## config.mk

```make
export PLATFORM = sky130hd
export DESIGN_NAME = led_i2c_slave_port
export DESIGN_NICKNAME = d
export VERILOG_FILES = /design/src/core/led_i2c_pkg.sv /design/src/core/led_i2c_slave_port.sv /design/src/core/wr_fifo.sv
export SDC_FILE = /design/constraint.sdc
export NUM_CORES = 1
export LEC_CHECK = 0
export BUFFER_PORTS_ARGS = -buffer_cell sky130_fd_sc_hd__buf_2
export CAP_MARGIN = 20
export CORE_UTILIZATION = 25
export DETAILED_ROUTE_END_ITERATION = 8
export PLACE_DENSITY = 0.39
export SLEW_MARGIN = 0
export SYNTH_ARGS = -nofsm -noshare
export SYNTH_HDL_FRONTEND = slang
export SYNTH_SLANG_ARGS = --single-unit
```

## constraint.sdc

```tcl
create_clock -name clk -period 4.2 [get_ports clk]
set_input_delay 1.05 -clock clk [delete_from_list [all_inputs] [get_ports clk]]
set_output_delay 1.05 -clock clk [all_outputs]
set_load 0.005 [all_outputs]
```

## src/core/led_i2c_pkg.sv

```systemverilog
package led_i2c_pkg;
    // ------------------------------------------------------------
    // slave address and pointer map
    // ------------------------------------------------------------
    localparam logic [3:0] ADDR_FIXED   = 4'he;   // fixed upper nibble 1110
    localparam logic [7:0] DISP_FIRST   = 8'h00;
    localparam logic [7:0] DISP_LAST    = 8'h0f;
    localparam logic [7:0] KEY_FIRST    = 8'h40;
    localparam logic [7:0] KEY_LAST     = 8'h45;
    localparam logic [7:0] PTR_RESET    = 8'h00;
    localparam logic [3:0] BYTE_BITS    = 4'h8;
    localparam int         WR_FIFO_DEPTH = 8;
    localparam int         WR_WORD_BITS  = 17;    // {cmd flag, addr, data}

    // ------------------------------------------------------------
    // serial engine states
    // ------------------------------------------------------------
    typedef enum logic [2:0] {
        ST_IDLE,
        ST_ADDR,
        ST_CMD,
        ST_WDATA,
        ST_RDATA,
        ST_IGNORE
    } port_state_t;
endpackage : led_i2c_pkg

```

## src/core/led_i2c_slave_port.sv

```systemverilog
`timescale 1ns/1ps
`default_nettype none
// How it works
// - sda falling while scl high marks a start and opens a frame
// - sda rising while scl high marks a stop and ends the frame
// - repeated start behaves exactly like start, address reception restarts
// - bus counts busy from start until stop, idle afterwards
// - sda changes only while scl is low, except start and stop
// - bytes are eight bits, msb first, then one acknowledge bit
// - any number of bytes may follow within one frame
// - when addressed as receiver, every byte is acknowledged by pulling sda low
// - slave address is 1110 followed by the three strap bits
// - eighth address bit is direction: one reads, zero writes
// - acknowledge only on address match, otherwise ignore the frame
// - strap inputs are sampled again at every frame start
// - single write: address, command byte, one data byte, stop
// - byte after address loads pointer; pointer steps on each data ack clock
// - display pointer wraps from 0x0f back to 0x00
// - single read: write address, pointer, repeated start, read, nack, stop
// - in reads the pointer steps only on master acknowledge
// - read bytes keep coming until not-acknowledge and stop
// - key data pointer wraps from 0x45 back to 0x40
// - writes aimed at 0x40 through 0x45 are dropped
// - reading key data to its end pulses the key memory clear
module led_i2c_slave_port #(
    parameter int FIFO_DEPTH = led_i2c_pkg::WR_FIFO_DEPTH
) (
    input  wire logic       clk,
    input  wire logic       rst_n,
    input  wire logic       scl_i,
    output logic            scl_o,
    output logic            scl_oe,
    input  wire logic       sda_i,
    output logic            sda_o,
    output logic            sda_oe,
    input  wire logic       addr_strap_bit2,
    input  wire logic       addr_strap_bit1,
    input  wire logic       addr_strap_bit0,
    input  wire logic [7:0] rd_data,
    output logic      [7:0] register_pointer_value,
    output logic            bus_busy,
    output logic            key_read_done,
    output logic            wr_valid,
    input  wire logic       wr_ready,
    output logic            wr_cmd,
    output logic      [7:0] wr_addr,
    output logic      [7:0] wr_data
);
    // ------------------------------------------------------------
    // pin synchronisers and bus conditions
    // ------------------------------------------------------------
    logic [1:0] scl_sync_ff;
    logic [1:0] sda_sync_ff;
    logic [2:0] strap_meta_ff;
    logic [2:0] strap_sync_ff;
    logic       scl_q_ff;
    logic       sda_q_ff;
    logic       scl_s;
    logic       sda_s;
    logic       scl_rise;
    logic       scl_fall;
    logic       start_ev;
    logic       stop_ev;

    // two flops on every pin; stage two is looked at, plus a delayed copy of it for scl and sda
    always_ff @(posedge clk) begin
        if (!rst_n) begin
            scl_sync_ff   <= 2'h3;
            sda_sync_ff   <= 2'h3;
            strap_meta_ff <= 3'h0;
            strap_sync_ff <= 3'h0;
            scl_q_ff      <= 1'b1;
            sda_q_ff      <= 1'b1;
        end else begin
            scl_sync_ff   <= {scl_sync_ff[0], scl_i};
            sda_sync_ff   <= {sda_sync_ff[0], sda_i};
            strap_meta_ff <= {addr_strap_bit2, addr_strap_bit1, addr_strap_bit0};
            strap_sync_ff <= strap_meta_ff;
            scl_q_ff      <= scl_sync_ff[1];
            sda_q_ff      <= sda_sync_ff[1];
        end
    end

    assign scl_s    = scl_sync_ff[1];
    assign sda_s    = sda_sync_ff[1];
    assign scl_rise = scl_s & ~scl_q_ff;
    assign scl_fall = ~scl_s & scl_q_ff;
    // conditions need scl high on both samples, so a data change never looks like one
    assign start_ev = scl_s & scl_q_ff & sda_q_ff & ~sda_s;
    assign stop_ev  = scl_s & scl_q_ff & ~sda_q_ff & sda_s;

    // ------------------------------------------------------------
    // byte engine
    // ------------------------------------------------------------
    led_i2c_pkg::port_state_t state_ff;
    logic [3:0] bit_cnt_ff;
    logic       ack_phase_ff;
    logic [7:0] shift_ff;
    logic [7:0] tx_ff;
    logic       sda_oe_ff;
    logic [7:0] ptr_ff;
    logic [2:0] my_strap_ff;
    logic       busy_ff;
    logic       key_done_ff;
    logic       rx_state;
    logic       byte_end;
    logic       addr_match;

    function automatic logic [7:0] next_ptr(input logic [7:0] p);
        if (p == led_i2c_pkg::DISP_LAST) begin
            return led_i2c_pkg::DISP_FIRST;
        end else if (p == led_i2c_pkg::KEY_LAST) begin
            return led_i2c_pkg::KEY_FIRST;
        end else begin
            return p + 8'h01;
        end
    endfunction : next_ptr

    function automatic logic is_key(input logic [7:0] p);
        return (p >= led_i2c_pkg::KEY_FIRST) && (p <= led_i2c_pkg::KEY_LAST);
    endfunction : is_key

    assign rx_state   = (state_ff == led_i2c_pkg::ST_ADDR) ||
                        (state_ff == led_i2c_pkg::ST_CMD) ||
                        (state_ff == led_i2c_pkg::ST_WDATA);
    assign byte_end   = scl_fall & ~ack_phase_ff & (bit_cnt_ff == led_i2c_pkg::BYTE_BITS);
    assign addr_match = (shift_ff[7:1] == {led_i2c_pkg::ADDR_FIXED, my_strap_ff});

    // one process for the frame: start and stop override any bit activity
    always_ff @(posedge clk) begin
        if (!rst_n) begin
            state_ff     <= led_i2c_pkg::ST_IDLE;
            bit_cnt_ff   <= 4'h0;
            ack_phase_ff <= 1'b0;
            shift_ff     <= 8'h00;
            tx_ff        <= 8'h00;
            sda_oe_ff    <= 1'b0;
            ptr_ff       <= led_i2c_pkg::PTR_RESET;
            my_strap_ff  <= 3'h0;
            busy_ff      <= 1'b0;
            key_done_ff  <= 1'b0;
        end else begin
            key_done_ff <= 1'b0;
            if (start_ev) begin
                state_ff     <= led_i2c_pkg::ST_ADDR;
                busy_ff      <= 1'b1;
                my_strap_ff  <= strap_sync_ff;
                bit_cnt_ff   <= 4'h0;
                ack_phase_ff <= 1'b0;
                sda_oe_ff    <= 1'b0;
            end else if (stop_ev) begin
                state_ff     <= led_i2c_pkg::ST_IDLE;
                busy_ff      <= 1'b0;
                ack_phase_ff <= 1'b0;
                sda_oe_ff    <= 1'b0;
            end else if (scl_rise) begin
                if (!ack_phase_ff && rx_state) begin
                    shift_ff   <= {shift_ff[6:0], sda_s};
                    bit_cnt_ff <= bit_cnt_ff + 4'h1;
                end else if (ack_phase_ff) begin
                    if (state_ff == led_i2c_pkg::ST_CMD) begin
                        ptr_ff <= shift_ff;
                    end else if (state_ff == led_i2c_pkg::ST_WDATA) begin
                        ptr_ff <= next_ptr(ptr_ff);
                    end else if (state_ff == led_i2c_pkg::ST_RDATA) begin
                        key_done_ff <= (ptr_ff == led_i2c_pkg::KEY_LAST);
                        if (!sda_s) begin
                            ptr_ff <= next_ptr(ptr_ff);
                        end else begin
                            state_ff <= led_i2c_pkg::ST_IGNORE;
                        end
                    end
                end
            end else if (scl_fall) begin
                if (byte_end && state_ff != led_i2c_pkg::ST_IDLE &&
                    state_ff != led_i2c_pkg::ST_IGNORE) begin
                    ack_phase_ff <= 1'b1;
                    if (state_ff == led_i2c_pkg::ST_ADDR) begin
                        if (addr_match) begin
                            sda_oe_ff <= 1'b1;
                        end else begin
                            state_ff <= led_i2c_pkg::ST_IGNORE;
                        end
                    end else if (state_ff == led_i2c_pkg::ST_RDATA) begin
                        sda_oe_ff <= 1'b0;
                    end else begin
                        sda_oe_ff <= 1'b1;
                    end
                end else if (ack_phase_ff) begin
                    ack_phase_ff <= 1'b0;
                    if (state_ff == led_i2c_pkg::ST_IGNORE) begin
                        sda_oe_ff <= 1'b0;
                    end else if ((state_ff == led_i2c_pkg::ST_ADDR && shift_ff[0]) ||
                                 state_ff == led_i2c_pkg::ST_RDATA) begin
                        // pointer settled long ago, so rd_data is valid here
                        state_ff   <= led_i2c_pkg::ST_RDATA;
                        tx_ff      <= {rd_data[6:0], 1'b0};
                        sda_oe_ff  <= ~rd_data[7];
                        bit_cnt_ff <= 4'h1;
                    end else begin
                        state_ff   <= (state_ff == led_i2c_pkg::ST_ADDR) ?
                                      led_i2c_pkg::ST_CMD : led_i2c_pkg::ST_WDATA;
                        sda_oe_ff  <= 1'b0;
                        bit_cnt_ff <= 4'h0;
                    end
                end else if (state_ff == led_i2c_pkg::ST_RDATA) begin
                    sda_oe_ff  <= ~tx_ff[7];
                    tx_ff      <= {tx_ff[6:0], 1'b0};
                    bit_cnt_ff <= bit_cnt_ff + 4'h1;
                end
            end
        end
    end

    // ------------------------------------------------------------
    // write path and clock stretch
    // ------------------------------------------------------------
    logic       push_req;
    logic       push_ff;
    logic [7:0] push_addr_ff;
    logic [7:0] push_data_ff;
    logic       push_cmd_ff;
    logic       fifo_in_ready;
    logic       fifo_out_valid;
    logic [16:0] fifo_out_data;
    logic       scl_oe_ff;
    logic       nxt_scl_oe;

    // key locations are read only, data aimed at them never leaves
    assign push_req = byte_end & ~start_ev & ~stop_ev &
                      ((state_ff == led_i2c_pkg::ST_CMD) ||
                       (state_ff == led_i2c_pkg::ST_WDATA && !is_key(ptr_ff)));
    // scl is low while a push waits, so holding it low costs the master only time
    assign nxt_scl_oe = push_req | (push_ff & ~fifo_in_ready);

    always_ff @(posedge clk) begin
        if (!rst_n) begin
            push_ff      <= 1'b0;
            push_addr_ff <= 8'h00;
            push_data_ff <= 8'h00;
            push_cmd_ff  <= 1'b0;
            scl_oe_ff    <= 1'b0;
        end else begin
            scl_oe_ff <= nxt_scl_oe;
            if (push_req) begin
                push_ff      <= 1'b1;
                push_cmd_ff  <= (state_ff == led_i2c_pkg::ST_CMD);
                push_addr_ff <= (state_ff == led_i2c_pkg::ST_CMD) ? shift_ff : ptr_ff;
                push_data_ff <= (state_ff == led_i2c_pkg::ST_CMD) ? 8'h00 : shift_ff;
            end else if (push_ff && fifo_in_ready) begin
                push_ff <= 1'b0;
            end
        end
    end

    wr_fifo #(
        .WIDTH (led_i2c_pkg::WR_WORD_BITS),
        .DEPTH (FIFO_DEPTH)
    ) u_wr_fifo (
        .clk       (clk),
        .rst_n     (rst_n),
        .in_valid  (push_ff),
        .in_ready  (fifo_in_ready),
        .in_data   ({push_cmd_ff, push_addr_ff, push_data_ff}),
        .out_valid (fifo_out_valid),
        .out_ready (wr_ready),
        .out_data  (fifo_out_data)
    );

    // ------------------------------------------------------------
    // outputs
    // ------------------------------------------------------------
    assign scl_o                  = 1'b0;
    assign sda_o                  = 1'b0;
    assign scl_oe                 = scl_oe_ff;
    assign sda_oe                 = sda_oe_ff;
    assign register_pointer_value = ptr_ff;
    assign bus_busy               = busy_ff;
    assign key_read_done          = key_done_ff;
    assign wr_valid               = fifo_out_valid;
    assign wr_cmd                 = fifo_out_data[16];
    assign wr_addr                = fifo_out_data[15:8];
    assign wr_data                = fifo_out_data[7:0];
endmodule : led_i2c_slave_port
`default_nettype wire

```

## src/core/wr_fifo.sv

```systemverilog
`timescale 1ns/1ps
`default_nettype none
// ------------------------------------------------------------
// small synchronous fifo, first word falls through
// ------------------------------------------------------------
module wr_fifo #(
    parameter int WIDTH = 17,
    parameter int DEPTH = 8
) (
    input  wire logic             clk,
    input  wire logic             rst_n,
    input  wire logic             in_valid,
    output logic                  in_ready,
    input  wire logic [WIDTH-1:0] in_data,
    output logic                  out_valid,
    input  wire logic             out_ready,
    output logic      [WIDTH-1:0] out_data
);
    localparam int AW = (DEPTH > 1) ? $clog2(DEPTH) : 1;

    logic [WIDTH-1:0] mem_ff [DEPTH];
    logic [AW-1:0]    wr_ptr_ff;
    logic [AW-1:0]    rd_ptr_ff;
    logic [AW:0]      count_ff;
    logic             do_push;
    logic             do_pop;

    assign in_ready  = (count_ff != (AW+1)'(DEPTH));
    assign out_valid = (count_ff != '0);
    assign out_data  = mem_ff[rd_ptr_ff];
    assign do_push   = in_valid & in_ready;
    assign do_pop    = out_valid & out_ready;

    // storage has no reset, only the pointers and the count need one
    always_ff @(posedge clk) begin
        if (do_push) begin
            mem_ff[wr_ptr_ff] <= in_data;
        end
    end

    // pointers wrap at depth, which need not be a power of two
    always_ff @(posedge clk) begin
        if (!rst_n) begin
            wr_ptr_ff <= '0;
            rd_ptr_ff <= '0;
            count_ff  <= '0;
        end else begin
            if (do_push) begin
                wr_ptr_ff <= (wr_ptr_ff == AW'(DEPTH-1)) ? '0 : wr_ptr_ff + AW'(1);
            end
            if (do_pop) begin
                rd_ptr_ff <= (rd_ptr_ff == AW'(DEPTH-1)) ? '0 : rd_ptr_ff + AW'(1);
            end
            count_ff <= count_ff + (AW+1)'(do_push) - (AW+1)'(do_pop);
        end
    end
endmodule : wr_fifo
`default_nettype wire

```

==> impl_metrics.env, run 1 <==
export IMPL_diodes=0
export IMPL_setup_violations=0
export IMPL_endpoint_kind="output port"
export IMPL_hold_viol_final=0
export IMPL_violations="design-rule violations"
export IMPL_ir_drop_mv=0.259
export IMPL_pwr_share_comb=0.119
export IMPL_track_usage=0.114
export IMPL_critPathArrivalTime_ns=2.25
export IMPL_p_int_mw=3.77
export IMPL_p_total_mw=4.94
export IMPL_cts_hold_buf=0
export IMPL_port_buffers=45
export IMPL_wl_um=20800
export IMPL_critical_path_class="flip-flop to output port"
export IMPL_die_area_um2=37200
export IMPL_drive_above_1_share=0.229
export IMPL_clk_latency_ns=0.53
export IMPL_start_util=0.255
export IMPL_postCtsSetupBuffers=0
export IMPL_p_sw_mw=1.17
export IMPL_post_route_period_util=0.785
export IMPL_critPathRequiredTime_ns=3.15
export IMPL_route_vias_total=5474
export IMPL_nets=743
export IMPL_multiInputGateArea_um2=3170
export IMPL_hold_end="scl_sync_ff[1]"
export IMPL_slew_headroom=0.390
export IMPL_drc=4
export IMPL_cts_root_buf="clkbuf_16"
export IMPL_p_sw_frac=0.238
export IMPL_crit_reg2reg_launch="scl_sync_ff[1]"
export IMPL_grt_first_pass_wirelength_um=32500
export IMPL_vias_per_cell=4.61
export IMPL_path_cells="buf_4 -> mux4_2 -> mux2_2 -> buf_2"
export IMPL_fmax_ghz=0.303
export IMPL_wl_per_cell_um=17.6
export IMPL_grt_pass1_vias=5649
export IMPL_cts_sinks=217
export IMPL_synth_async_sr_flop_share=0
export IMPL_status="complete, but fails checks"
export IMPL_slowest_delay_ns=0.55
export IMPL_hpwl_um=13400
export IMPL_critPathLaunchType="flip-flop"
export IMPL_ys_types=67
export IMPL_areaGrowthSynthToFinish_pct=16.6
export IMPL_grt_max_degree=51
export IMPL_reg2reg_depth=7
export IMPL_finalInstanceArea_um2=10600
export IMPL_core_area_um2=35700
export IMPL_fin_ws_ns=0.902
export IMPL_synth_ff_type="edfxtp_1"
export IMPL_synth_area_per_cell_um2=13.8
export IMPL_drv_cap=0
export IMPL_p_leak_nw=3.69
export IMPL_cp_max_fo=18
export IMPL_die_h_um=193
export IMPL_preCtsSetupSlack_ns=1.42
export IMPL_synth_cells=662
export IMPL_drt_antenna_violating_nets=0
export IMPL_grt_ovfl_total=0
export IMPL_cts_buffers=25
export IMPL_fp_dieW_um=193
export IMPL_hp_class="flip-flop to flip-flop"
export IMPL_path_clk_slew_ns=0.06
export IMPL_finalSetupTns_ns=0
export IMPL_min_path_cells=1
export IMPL_antenna_found_initial=0
export IMPL_clock_power_share=0.412
export IMPL_slew_violations=0
export IMPL_netlist_area_um2=9120
export IMPL_ios=48
export IMPL_crit_family="multiplexers"
export IMPL_regArea_um2=5710
export IMPL_cts_resized=0
export IMPL_finClkSkew_ns=0.0135
export IMPL_clk_path_buf_depth=3
export IMPL_synth_enable_flop_cells=136
export IMPL_cts_tree="yes"
export IMPL_fin_crit_ns=3.30
export IMPL_fill_cells=3658
export IMPL_synth_ff_latch_count=217
export IMPL_ys_warn_count=0
export IMPL_seq_power_share=0.468
export IMPL_r2r_end="push_addr_ff[1]"
export IMPL_hold_ws_ns=0.417
export IMPL_cellPowerDensity_nw_per_um2=465
export IMPL_drt_pass1_iter_count=8
export IMPL_h_tree_depth=1
export IMPL_drt_iter0_drc=236
export IMPL_gp_congestion=0.777
export IMPL_reg2reg_slack_ns=1.61
export IMPL_yosysSeqAreaShare=0.626
export IMPL_worstMarginPinSlew_ns=0.913
export IMPL_rsz0062_at_grt="no"
export IMPL_holdCritStartpoint="scl_sync_ff[0]"
export IMPL_rows=69
export IMPL_place_area_um2=9840
export IMPL_path_buf_inv=2
export IMPL_slowest_stage="mux4_2"
[layer usage]
layer  track usage  part of all wire
met4        0.0267             0.018
met5             0                 0
met2         0.197              0.49
met3        0.0224             0.043
met1         0.146              0.45
[power groups by stage]
stage | clock, mW | combinational (mW) | sequential (mW)
4_1_cts | 2.11 | 0.613 | 2.31
6_report | 2.04 | 0.590 | 2.31
3_5_place_dp | 0 | 0.608 | 2.36
3_3_place_gp | 0 | 0.599 | 2.36
5_1_grt | 2.20 | 0.670 | 2.32
2_1_floorplan | 0 | 0.468 | 2.34
[worst max path at each step]
stage	startpoint	end	slack (ns)	cells after the start
finish	flip-flop	wr_data[6]	0.90	4
floorplan	u_wr_fifo.count_ff[2]	u_wr_fifo.mem_ff[0][0]	1.34	5
CTS	flip-flop	wr_addr[1]	0.83	4
detailed placement	flip-flop	wr_addr[1]	1.42	4
global route	flip-flop	wr_addr[1]	0.77	4
global placement	flip-flop	wr_data[6]	1.43	4
[layout make-up]
type,instances,share of cell area
repair buffers,58,0.0304
inverters,20,0.00706
well taps,461,0.0543
clock buffers,35,0.0661
clock inverters,11,0.00718
multi-input cells,385,0.298
flip-flops and latches,217,0.537
[kinds of logic (layout without fill, tap and decap cells)]
logic type               after synthesis  in the layout  synth area share
flip-flops                           217            217             0.626
multiplexers                          69             69             0.125
buffers and inverters                 61            124            0.0313
other                                  1              2          0.000411
AND/OR/NAND/NOR                      177            177             0.101
XOR/XNOR                               8              8           0.00851
AO/OA/AOI/OAI                        109            109            0.0797
adder cells (fa/ha/maj)               20             20            0.0283
[cell usage after synthesis (3+ instances only)]
cell type / n / area, um^2
buf_2: 11 / 55.1
ha_1: 19 / 238
a311oi_1: 4 / 35.0
inv_1: 18 / 67.6
mux4_2: 34 / 766
and2_1: 12 / 75.1
mux2i_1: 18 / 180
or3_1: 6 / 37.5
nand4_1: 5 / 31.3
nor4_1: 5 / 31.3
buf_4: 3 / 22.5
o211a_1: 4 / 40.0
o211ai_1: 6 / 45.0
mux2_2: 17 / 191
a21oi_1: 38 / 190
xnor2_1: 5 / 43.8
a21o_1: 5 / 37.5
a32oi_1: 3 / 26.3
o21ai_0: 12 / 60.1
dfxtp_1: 81 / 1620
a31oi_1: 5 / 31.3
nand3_1: 21 / 105
buf_6: 4 / 45.0
a211oi_1: 8 / 60.1
edfxtp_1: 136 / 4080
nor2_1: 32 / 120
nand2b_1: 13 / 81.3
clkbuf_1: 21 / 78.8
nand2_1: 49 / 184
o21ai_1: 3 / 15.0
nor3_1: 8 / 40.0
nand3b_1: 6 / 45.0
nor2b_1: 6 / 37.5
[metrics by stage]
step                       util  std cells
after floorplan               -        663
after global placement    0.275       1140
after detailed placement  0.275       1140
after CTS                 0.297       1186
after global routing      0.297       1187
final                     0.297       1187
[registers in the layout, indices dropped and copies added, names as in the netlist, 3 cells and up, named ones only]
signal / count
bit_cnt_ff: 4
my_strap_ff: 3
push_addr_ff: 8
push_data_ff: 8
register_pointer_value: 8
shift_ff: 8
state_ff: 3
strap_meta_ff: 3
strap_sync_ff: 3
tx_ff: 7
u_wr_fifo.count_ff: 4
u_wr_fifo.mem_ff: 136
u_wr_fifo.rd_ptr_ff: 3
u_wr_fifo.wr_ptr_ff: 3
[cell usage in the layout, fill, tap and decap left out, types with 8 or more instances in the layout]
| master | instances |
|---|---|
| dfxtp_1 | 80 |
| ha_1 | 19 |
| buf_4 | 13 |
| clkbuf_16 | 25 |
| inv_1 | 18 |
| nand2_1 | 49 |
| mux2i_1 | 18 |
| o21ai_0 | 12 |
| a211oi_1 | 8 |
| buf_2 | 45 |
| a21oi_1 | 38 |
| edfxtp_1 | 136 |
| clkinv_2 | 8 |
| and2_1 | 12 |
| nand2b_1 | 13 |
| mux2_2 | 17 |
| mux4_2 | 34 |
| nor2_1 | 32 |
| nand3_1 | 21 |
Note: power is estimated with default switching activity, not from simulation.
==> inputs of run 2 (changes only) <==
--- a/config.mk
+++ b/config.mk
@@ -5,6 +5,7 @@
 export SDC_FILE = /design/constraint.sdc
 export NUM_CORES = 1
 export LEC_CHECK = 0
+export ABC_AREA = 1
 export BUFFER_PORTS_ARGS = -buffer_cell sky130_fd_sc_hd__buf_2
 export CAP_MARGIN = 20
 export CORE_UTILIZATION = 25
==> constraint.sdc (replaced) <==
create_clock -name clk -period 3.2 [get_ports clk]
set_input_delay 0.8 -clock clk [delete_from_list [all_inputs] [get_ports clk]]
set_output_delay 0.8 -clock clk [all_outputs]
set_load 0.005 [all_outputs]
==> impl_metrics.env, run 2 <==
export IMPL_path_cells="buf_4 -> inv_1 -> buf_4 -> o21ai_0 -> o22ai_1 -> nor2_1 -> a31oi_1 -> buf_2"
export IMPL_synth_enable_flop_cells=136
export IMPL_yosysSeqAreaShare=0.626
export IMPL_hold_viol_final=0
export IMPL_clk_latency_ns=0.54
export IMPL_grt_ovfl_total=0
export IMPL_synth_most_common_cell="nor2_1"
export IMPL_regArea_um2=5710
export IMPL_drc=4
export IMPL_multiInputGateArea_um2=2910
export IMPL_critPathRequiredTime_ns=2.40
export IMPL_track_usage=0.123
export IMPL_cts_tree="yes"
export IMPL_h_tree_depth=1
export IMPL_die_h_um=193
export IMPL_status="complete, but fails checks"
export IMPL_wl_um=22500
export IMPL_critPathLaunchType="flip-flop"
export IMPL_cts_hold_buf=0
export IMPL_slowest_delay_ns=0.30
export IMPL_slew_violations=0
export IMPL_port_buffers=45
export IMPL_cts_root_buf="clkbuf_16"
export IMPL_finalSetupTns_ns=0
export IMPL_ir_drop_mv=0.437
export IMPL_dp_cells=1403
export IMPL_fp_dieW_um=193
export IMPL_setup_violations=0
export IMPL_cellPowerDensity_nw_per_um2=689
export IMPL_grt_pass1_vias=5975
export IMPL_vias_per_cell=4.30
export IMPL_critPathArrivalTime_ns=2.10
export IMPL_slew_headroom=0.642
export IMPL_endpoint_kind="output port"
export IMPL_rows=69
export IMPL_ys_types=45
export IMPL_hpwl_um=14400
export IMPL_antenna_found_initial=0
export IMPL_drv_cap=0
export IMPL_grt_max_degree=47
export IMPL_synth_ff_latch_count=217
export IMPL_cts_buffers=26
export IMPL_finClkSkew_ns=0.0129
export IMPL_drt_antenna_violating_nets=0
export IMPL_slowest_stage="dfxtp_1"
export IMPL_areaGrowthSynthToFinish_pct=18.1
export IMPL_start_util=0.255
export IMPL_synthTopCellsByCount="nor2_1 (178), edfxtp_1 (136), o21ai_0 (121)"
export IMPL_layout_commonest_cell="nor2_1"
export IMPL_die_area_um2=37200
export IMPL_critical_path_class="flip-flop to output port"
export IMPL_worstMarginPinSlew_ns=0.537
export IMPL_hp_class="flip-flop to flip-flop"
export IMPL_path_clk_slew_ns=0.06
export IMPL_mostFrequentLayoutCells="nor2_1 (174), edfxtp_1 (136), o21ai_0 (121)"
export IMPL_nets=1006
export IMPL_yosys_area_top_type="edfxtp_1"
export IMPL_netlist_top_cells_area="edfxtp_1 (45%), dfxtp_1 (18%), nor2_1 (7.3%)"
export IMPL_wl_per_cell_um=15.5
export IMPL_ios=48
export IMPL_ys_warn_count=0
export IMPL_fin_crit_ns=2.90
export IMPL_yosysTopAreaCellShare=0.448
export IMPL_p_leak_nw=4.11
export IMPL_cts_sinks=217
export IMPL_p_total_mw=7.42
export IMPL_fmax_ghz=0.345
export IMPL_synth_async_sr_flop_share=0
export IMPL_drive_above_1_share=0.145
export IMPL_synth_ff_type="edfxtp_1"
export IMPL_route_vias_total=6224
export IMPL_post_route_period_util=0.907
export IMPL_core_area_um2=35700
export IMPL_postCtsSetupBuffers=0
export IMPL_netlist_area_um2=9120
export IMPL_gp_congestion=0.752
export IMPL_clk_path_buf_depth=3
export IMPL_largest_reg_flops=136
export IMPL_grt_first_pass_wirelength_um=35000
export IMPL_synth_cells=917
export IMPL_diodes=0
export IMPL_cts_resized=0
export IMPL_regMostFlops="u_wr_fifo.mem_ff"
export IMPL_fill_cells=3749
export IMPL_drt_pass1_iter_count=7
export IMPL_synth_area_per_cell_um2=9.94
export IMPL_cp_max_fo=18
export IMPL_drt_iter0_drc=320
export IMPL_violations="design-rule violations"
export IMPL_cp_common_cell="buf_4"
export IMPL_rsz0062_at_grt="no"
export IMPL_final_cells=1449
## run 2: changes by cell type in the layout (fill, tap and decap cells not counted), moves of 12 or more
| cell | delta |
|---|---|
| nor2_1 | +142 |
| o21ai_0 | +109 |
| a31oi_1 | +14 |
| and2_1 | -12 |
| o22ai_1 | +15 |
| inv_1 | +54 |
| nand2b_1 | -13 |
| nand2_1 | +46 |
| mux4_2 | -34 |
| mux2_2 | -17 |
| mux2i_1 | -18 |
## run 2: worst paths after layout
kind | start | end | slack, ns | depth (start not counted)
worst max-delay path | flip-flop | wr_addr[4] | 0.30 | 8
worst min register to register | scl_sync_ff[0] | scl_sync_ff[1] | 0.41 | 1
worst min-delay path | scl_sync_ff[0] | scl_sync_ff[1] | 0.41 | 1
worst max register to register | u_wr_fifo.count_ff[2] | u_wr_fifo.count_ff[3] | 1.05 | 13
## run 2: kinds of logic after synthesis
kind of cell,synth area share
AND/OR/NAND/NOR,0.155
flip-flops,0.626
AO/OA/AOI/OAI,0.127
buffers and inverters,0.0567
adder cells (fa/ha/maj),0.0283
XOR/XNOR,0.00672
other,0.000411
## run 2: area by class of cell
type / count / share of cell area
multi-input combinational: 578 / 0.270
sequential: 217 / 0.530
tap: 461 / 0.0536
clock inverter: 12 / 0.0135
inverter: 81 / 0.0292
clock buffer: 34 / 0.0670
timing repair buffer: 66 / 0.0367
## run 2: metrics by stage
| stage | worst slack [ns] | area [um^2] | hold slack [ns] | utilization |
|---|---|---|---|---|
| after floorplan | 1.05 | 9120 | 0.390 | - |
| after global placement | 0.696 | 9900 | 0.397 | 0.277 |
| after detailed placement | 0.617 | 9900 | 0.399 | 0.277 |
| after CTS | 0.0482 | 10800 | 0.413 | 0.301 |
| after global routing | 0.104 | 10800 | 0.422 | 0.301 |
| final | 0.298 | 10800 | 0.411 | 0.301 |
## run 2: critical path, delay by kind of cell, from the launching register on
family                 cells  cell delay (ns)
AO/OA/AOI/OAI              3             0.52
buffers and inverters      4             0.69
flip-flops                 1             0.30
AND/OR/NAND/NOR            1             0.06
## run 2: power breakdown
group	switching (mW)	total, mW	internal, mW
registers	0.0354	3.04	3.00
logic	0.887	1.41	0.518
clock network	1.15	2.97	1.82
total	2.07	7.42	5.35
## run 2: per-layer routing
layer	GRT usage	routed length, um	part of all wire	vias up
met5	0	0	0	-
met2	0.201	10400	0.46	76
met4	0.0291	459	0.020	0
met1	0.167	10900	0.48	2888
li1	-	-	-	3227
met3	0.0224	764	0.034	33
==> inputs of run 3 (changes only) <==
--- a/config.mk
+++ b/config.mk
@@ -5,7 +5,7 @@
 export SDC_FILE = /design/constraint.sdc
 export NUM_CORES = 1
 export LEC_CHECK = 0
-export ABC_AREA = 1
+export ABC_AREA = 0
 export BUFFER_PORTS_ARGS = -buffer_cell sky130_fd_sc_hd__buf_2
 export CAP_MARGIN = 20
 export CORE_UTILIZATION = 25
@@ -14,4 +14,5 @@
 export SLEW_MARGIN = 0
 export SYNTH_ARGS = -nofsm -noshare
 export SYNTH_HDL_FRONTEND = slang
+export SYNTH_HIERARCHICAL = 1
 export SYNTH_SLANG_ARGS = --single-unit
==> impl_metrics.env, run 3 <==
export IMPL_fin_crit_ns=3.06
export IMPL_grt_ovfl_total=0
export IMPL_slowest_stage="mux4_1"
export IMPL_top_layer="met4"
export IMPL_synth_xor_area_share=0.00726
export IMPL_hold_viol_final=0
export IMPL_synthTopCellsByCount="edfxtp_1 (136), dfxtp_1 (81), nand2_1 (56)"
export IMPL_critical_path_class="flip-flop to output port"
export IMPL_clk_path_buf_depth=3
export IMPL_slew_violations=0
export IMPL_worstMarginPinSlew_ns=0.803
export IMPL_hpwl_um=13400
export IMPL_mostFrequentLayoutCells="edfxtp_1 (136), dfxtp_1 (80), nand2_1 (56)"
export IMPL_endpoint_kind="output port"
export IMPL_gp_congestion=0.758
export IMPL_regMostFlops="u_wr_fifo/mem_ff"
export IMPL_die_h_um=195
export IMPL_status="complete, no violations"
export IMPL_dp_cells=1150
export IMPL_critPathLaunchType="flip-flop"
export IMPL_synth_adder_area_share=0.0277
export IMPL_hp_class="flip-flop to flip-flop"
export IMPL_ios=48
export IMPL_critPathRequiredTime_ns=2.40
export IMPL_cts_sinks=217
export IMPL_critPathArrivalTime_ns=2.26
export IMPL_synth_mux_area_frac=0.141
export IMPL_fp_dieW_um=195
export IMPL_netlist_top_cells_area="edfxtp_1 (44%), dfxtp_1 (17%), mux4_1 (6.8%)"
export IMPL_grt_max_degree=41
export IMPL_nets=748
export IMPL_path_clk_slew_ns=0.06
export IMPL_finalSetupTns_ns=0
export IMPL_wl_per_cell_um=17.6
export IMPL_yosys_area_share_simple=0.106
export IMPL_synth_compound_area_share=0.0724
export IMPL_ys_warn_count=6
export IMPL_yosysSeqAreaShare=0.613
export IMPL_ys_types=72
export IMPL_port_buffers=45
export IMPL_drt_iter0_drc=338
export IMPL_wl_met3_um=826
export IMPL_wl_um=21100
export IMPL_grt_pass1_vias=5724
export IMPL_drc=0
export IMPL_synth_async_sr_flop_share=0
export IMPL_grt_first_pass_wirelength_um=33400
export IMPL_drt_antenna_violating_nets=0
export IMPL_fmax_ghz=0.327
export IMPL_cellPowerDensity_nw_per_um2=625
export IMPL_start_util=0.254
export IMPL_post_route_period_util=0.956
export IMPL_setup_violations=0
export IMPL_cts_root_buf="clkbuf_16"
export IMPL_rsz0062_at_grt="no"
export IMPL_drt_pass1_iter_count=4
export IMPL_cp_max_fo=10
export IMPL_slew_headroom=0.465
export IMPL_p_leak_nw=3.76
export IMPL_final_cells=1200
export IMPL_cts_hold_buf=0
export IMPL_track_usage=0.112
export IMPL_yosysTopAreaCellShare=0.439
export IMPL_diodes=0
export IMPL_drive_above_1_share=0.212
export IMPL_antenna_found_initial=0
export IMPL_path_cells="buf_6 -> mux4_1 -> mux2_2 -> buf_2"
export IMPL_synth_cells=659
export IMPL_drv_cap=0
export IMPL_largest_reg_flops=136
export IMPL_clk_latency_ns=0.55
export IMPL_netlist_area_um2=9310
export IMPL_synth_most_common_cell="edfxtp_1"
export IMPL_fill_cells=3684
export IMPL_areaGrowthSynthToFinish_pct=18.1
export IMPL_h_tree_depth=1
export IMPL_cts_tree="yes"
export IMPL_synth_area_per_cell_um2=14.1
export IMPL_met2WireLength_um=10000
export IMPL_slowest_delay_ns=0.56
export IMPL_place_area_um2=10100
export IMPL_route_vias_total=5536
export IMPL_synth_top_family_by_area="multiplexers"
export IMPL_rows=70
export IMPL_synth_ff_latch_count=217
export IMPL_synth_ff_type="edfxtp_1"
export IMPL_die_area_um2=38000
export IMPL_vias_per_cell=4.61
export IMPL_finClkSkew_ns=0.0219
export IMPL_layout_commonest_cell="edfxtp_1"
export IMPL_finalInstanceArea_um2=11000
export IMPL_cts_buffers=28
export IMPL_synth_enable_flop_cells=136
export IMPL_wl_met1_um=9800
export IMPL_ir_drop_mv=0.375
export IMPL_yosys_area_top_type="edfxtp_1"
export IMPL_core_area_um2=36600
## run 3: power by group
group          leakage (nW)  total (mW)  switching (mW)  internal (mW)
Sequential             1.92        3.04          0.0480           2.99
Clock                 0.452        3.13            1.19           1.94
Combinational          1.38       0.705           0.324          0.381
## run 3: cell type report
cell class	count	area, um^2	share of cell area
Sequential cell	217	5710	0.519
Multi-Input combinational cell	388	3340	0.304
Clock buffer	33	729	0.0663
Tap cell	468	586	0.0532
Timing Repair Buffer	63	377	0.0342
Clock inverter	17	204	0.0185
Inverter	14	52.6	0.00478
## run 3: critical path: cells and delay by family, from the launching register on
kind	cells	cell delay, ns
flip-flops	1	0.48
multiplexers	2	0.88
buffers and inverters	2	0.35
## run 3: worst paths after layout
kind,from,end,slack [ns],cells past startpoint
max,flip-flop,wr_addr[7],0.14,4
max reg2reg,u_wr_fifo/count_ff[2],u_wr_fifo/count_ff[2],0.57,10
min,scl_sync_ff[0],scl_sync_ff[1],0.41,1
min reg2reg,scl_sync_ff[0],scl_sync_ff[1],0.41,1
## run 3: logic make-up after synthesis
logic type	Yosys count
AND/OR/NAND/NOR	191
XOR/XNOR	6
adder cells (fa/ha/maj)	20
AO/OA/AOI/OAI	91
buffers and inverters	55
flip-flops	217
multiplexers	78
other	1
## run 3: repair_timing
item,in CTS,in global routing
buffers inserted,0,0
resized for setup,1,1
endpoints found under the setup margin,4,1
## run 3: per-stage QoR
step	setup WS, ns	hold slack, ns	total power [mW]	utilization
2_1_floorplan	0.171	0.386	3.60	-
3_3_place_gp	0.530	0.402	3.80	0.275
3_5_place_dp	0.517	0.400	3.82	0.275
4_1_cts	0.0387	0.415	6.98	0.300
5_1_grt	0.0592	0.427	7.16	0.300
6_report	0.139	0.410	6.87	0.300
## run 3: layer usage
metal | GRT usage | vias to the layer above
li1 | - | 2619
met1 | 0.147 | 2783
met2 | 0.190 | 104
met3 | 0.0218 | 30
met4 | 0.0289 | 0
met5 | 0 | -
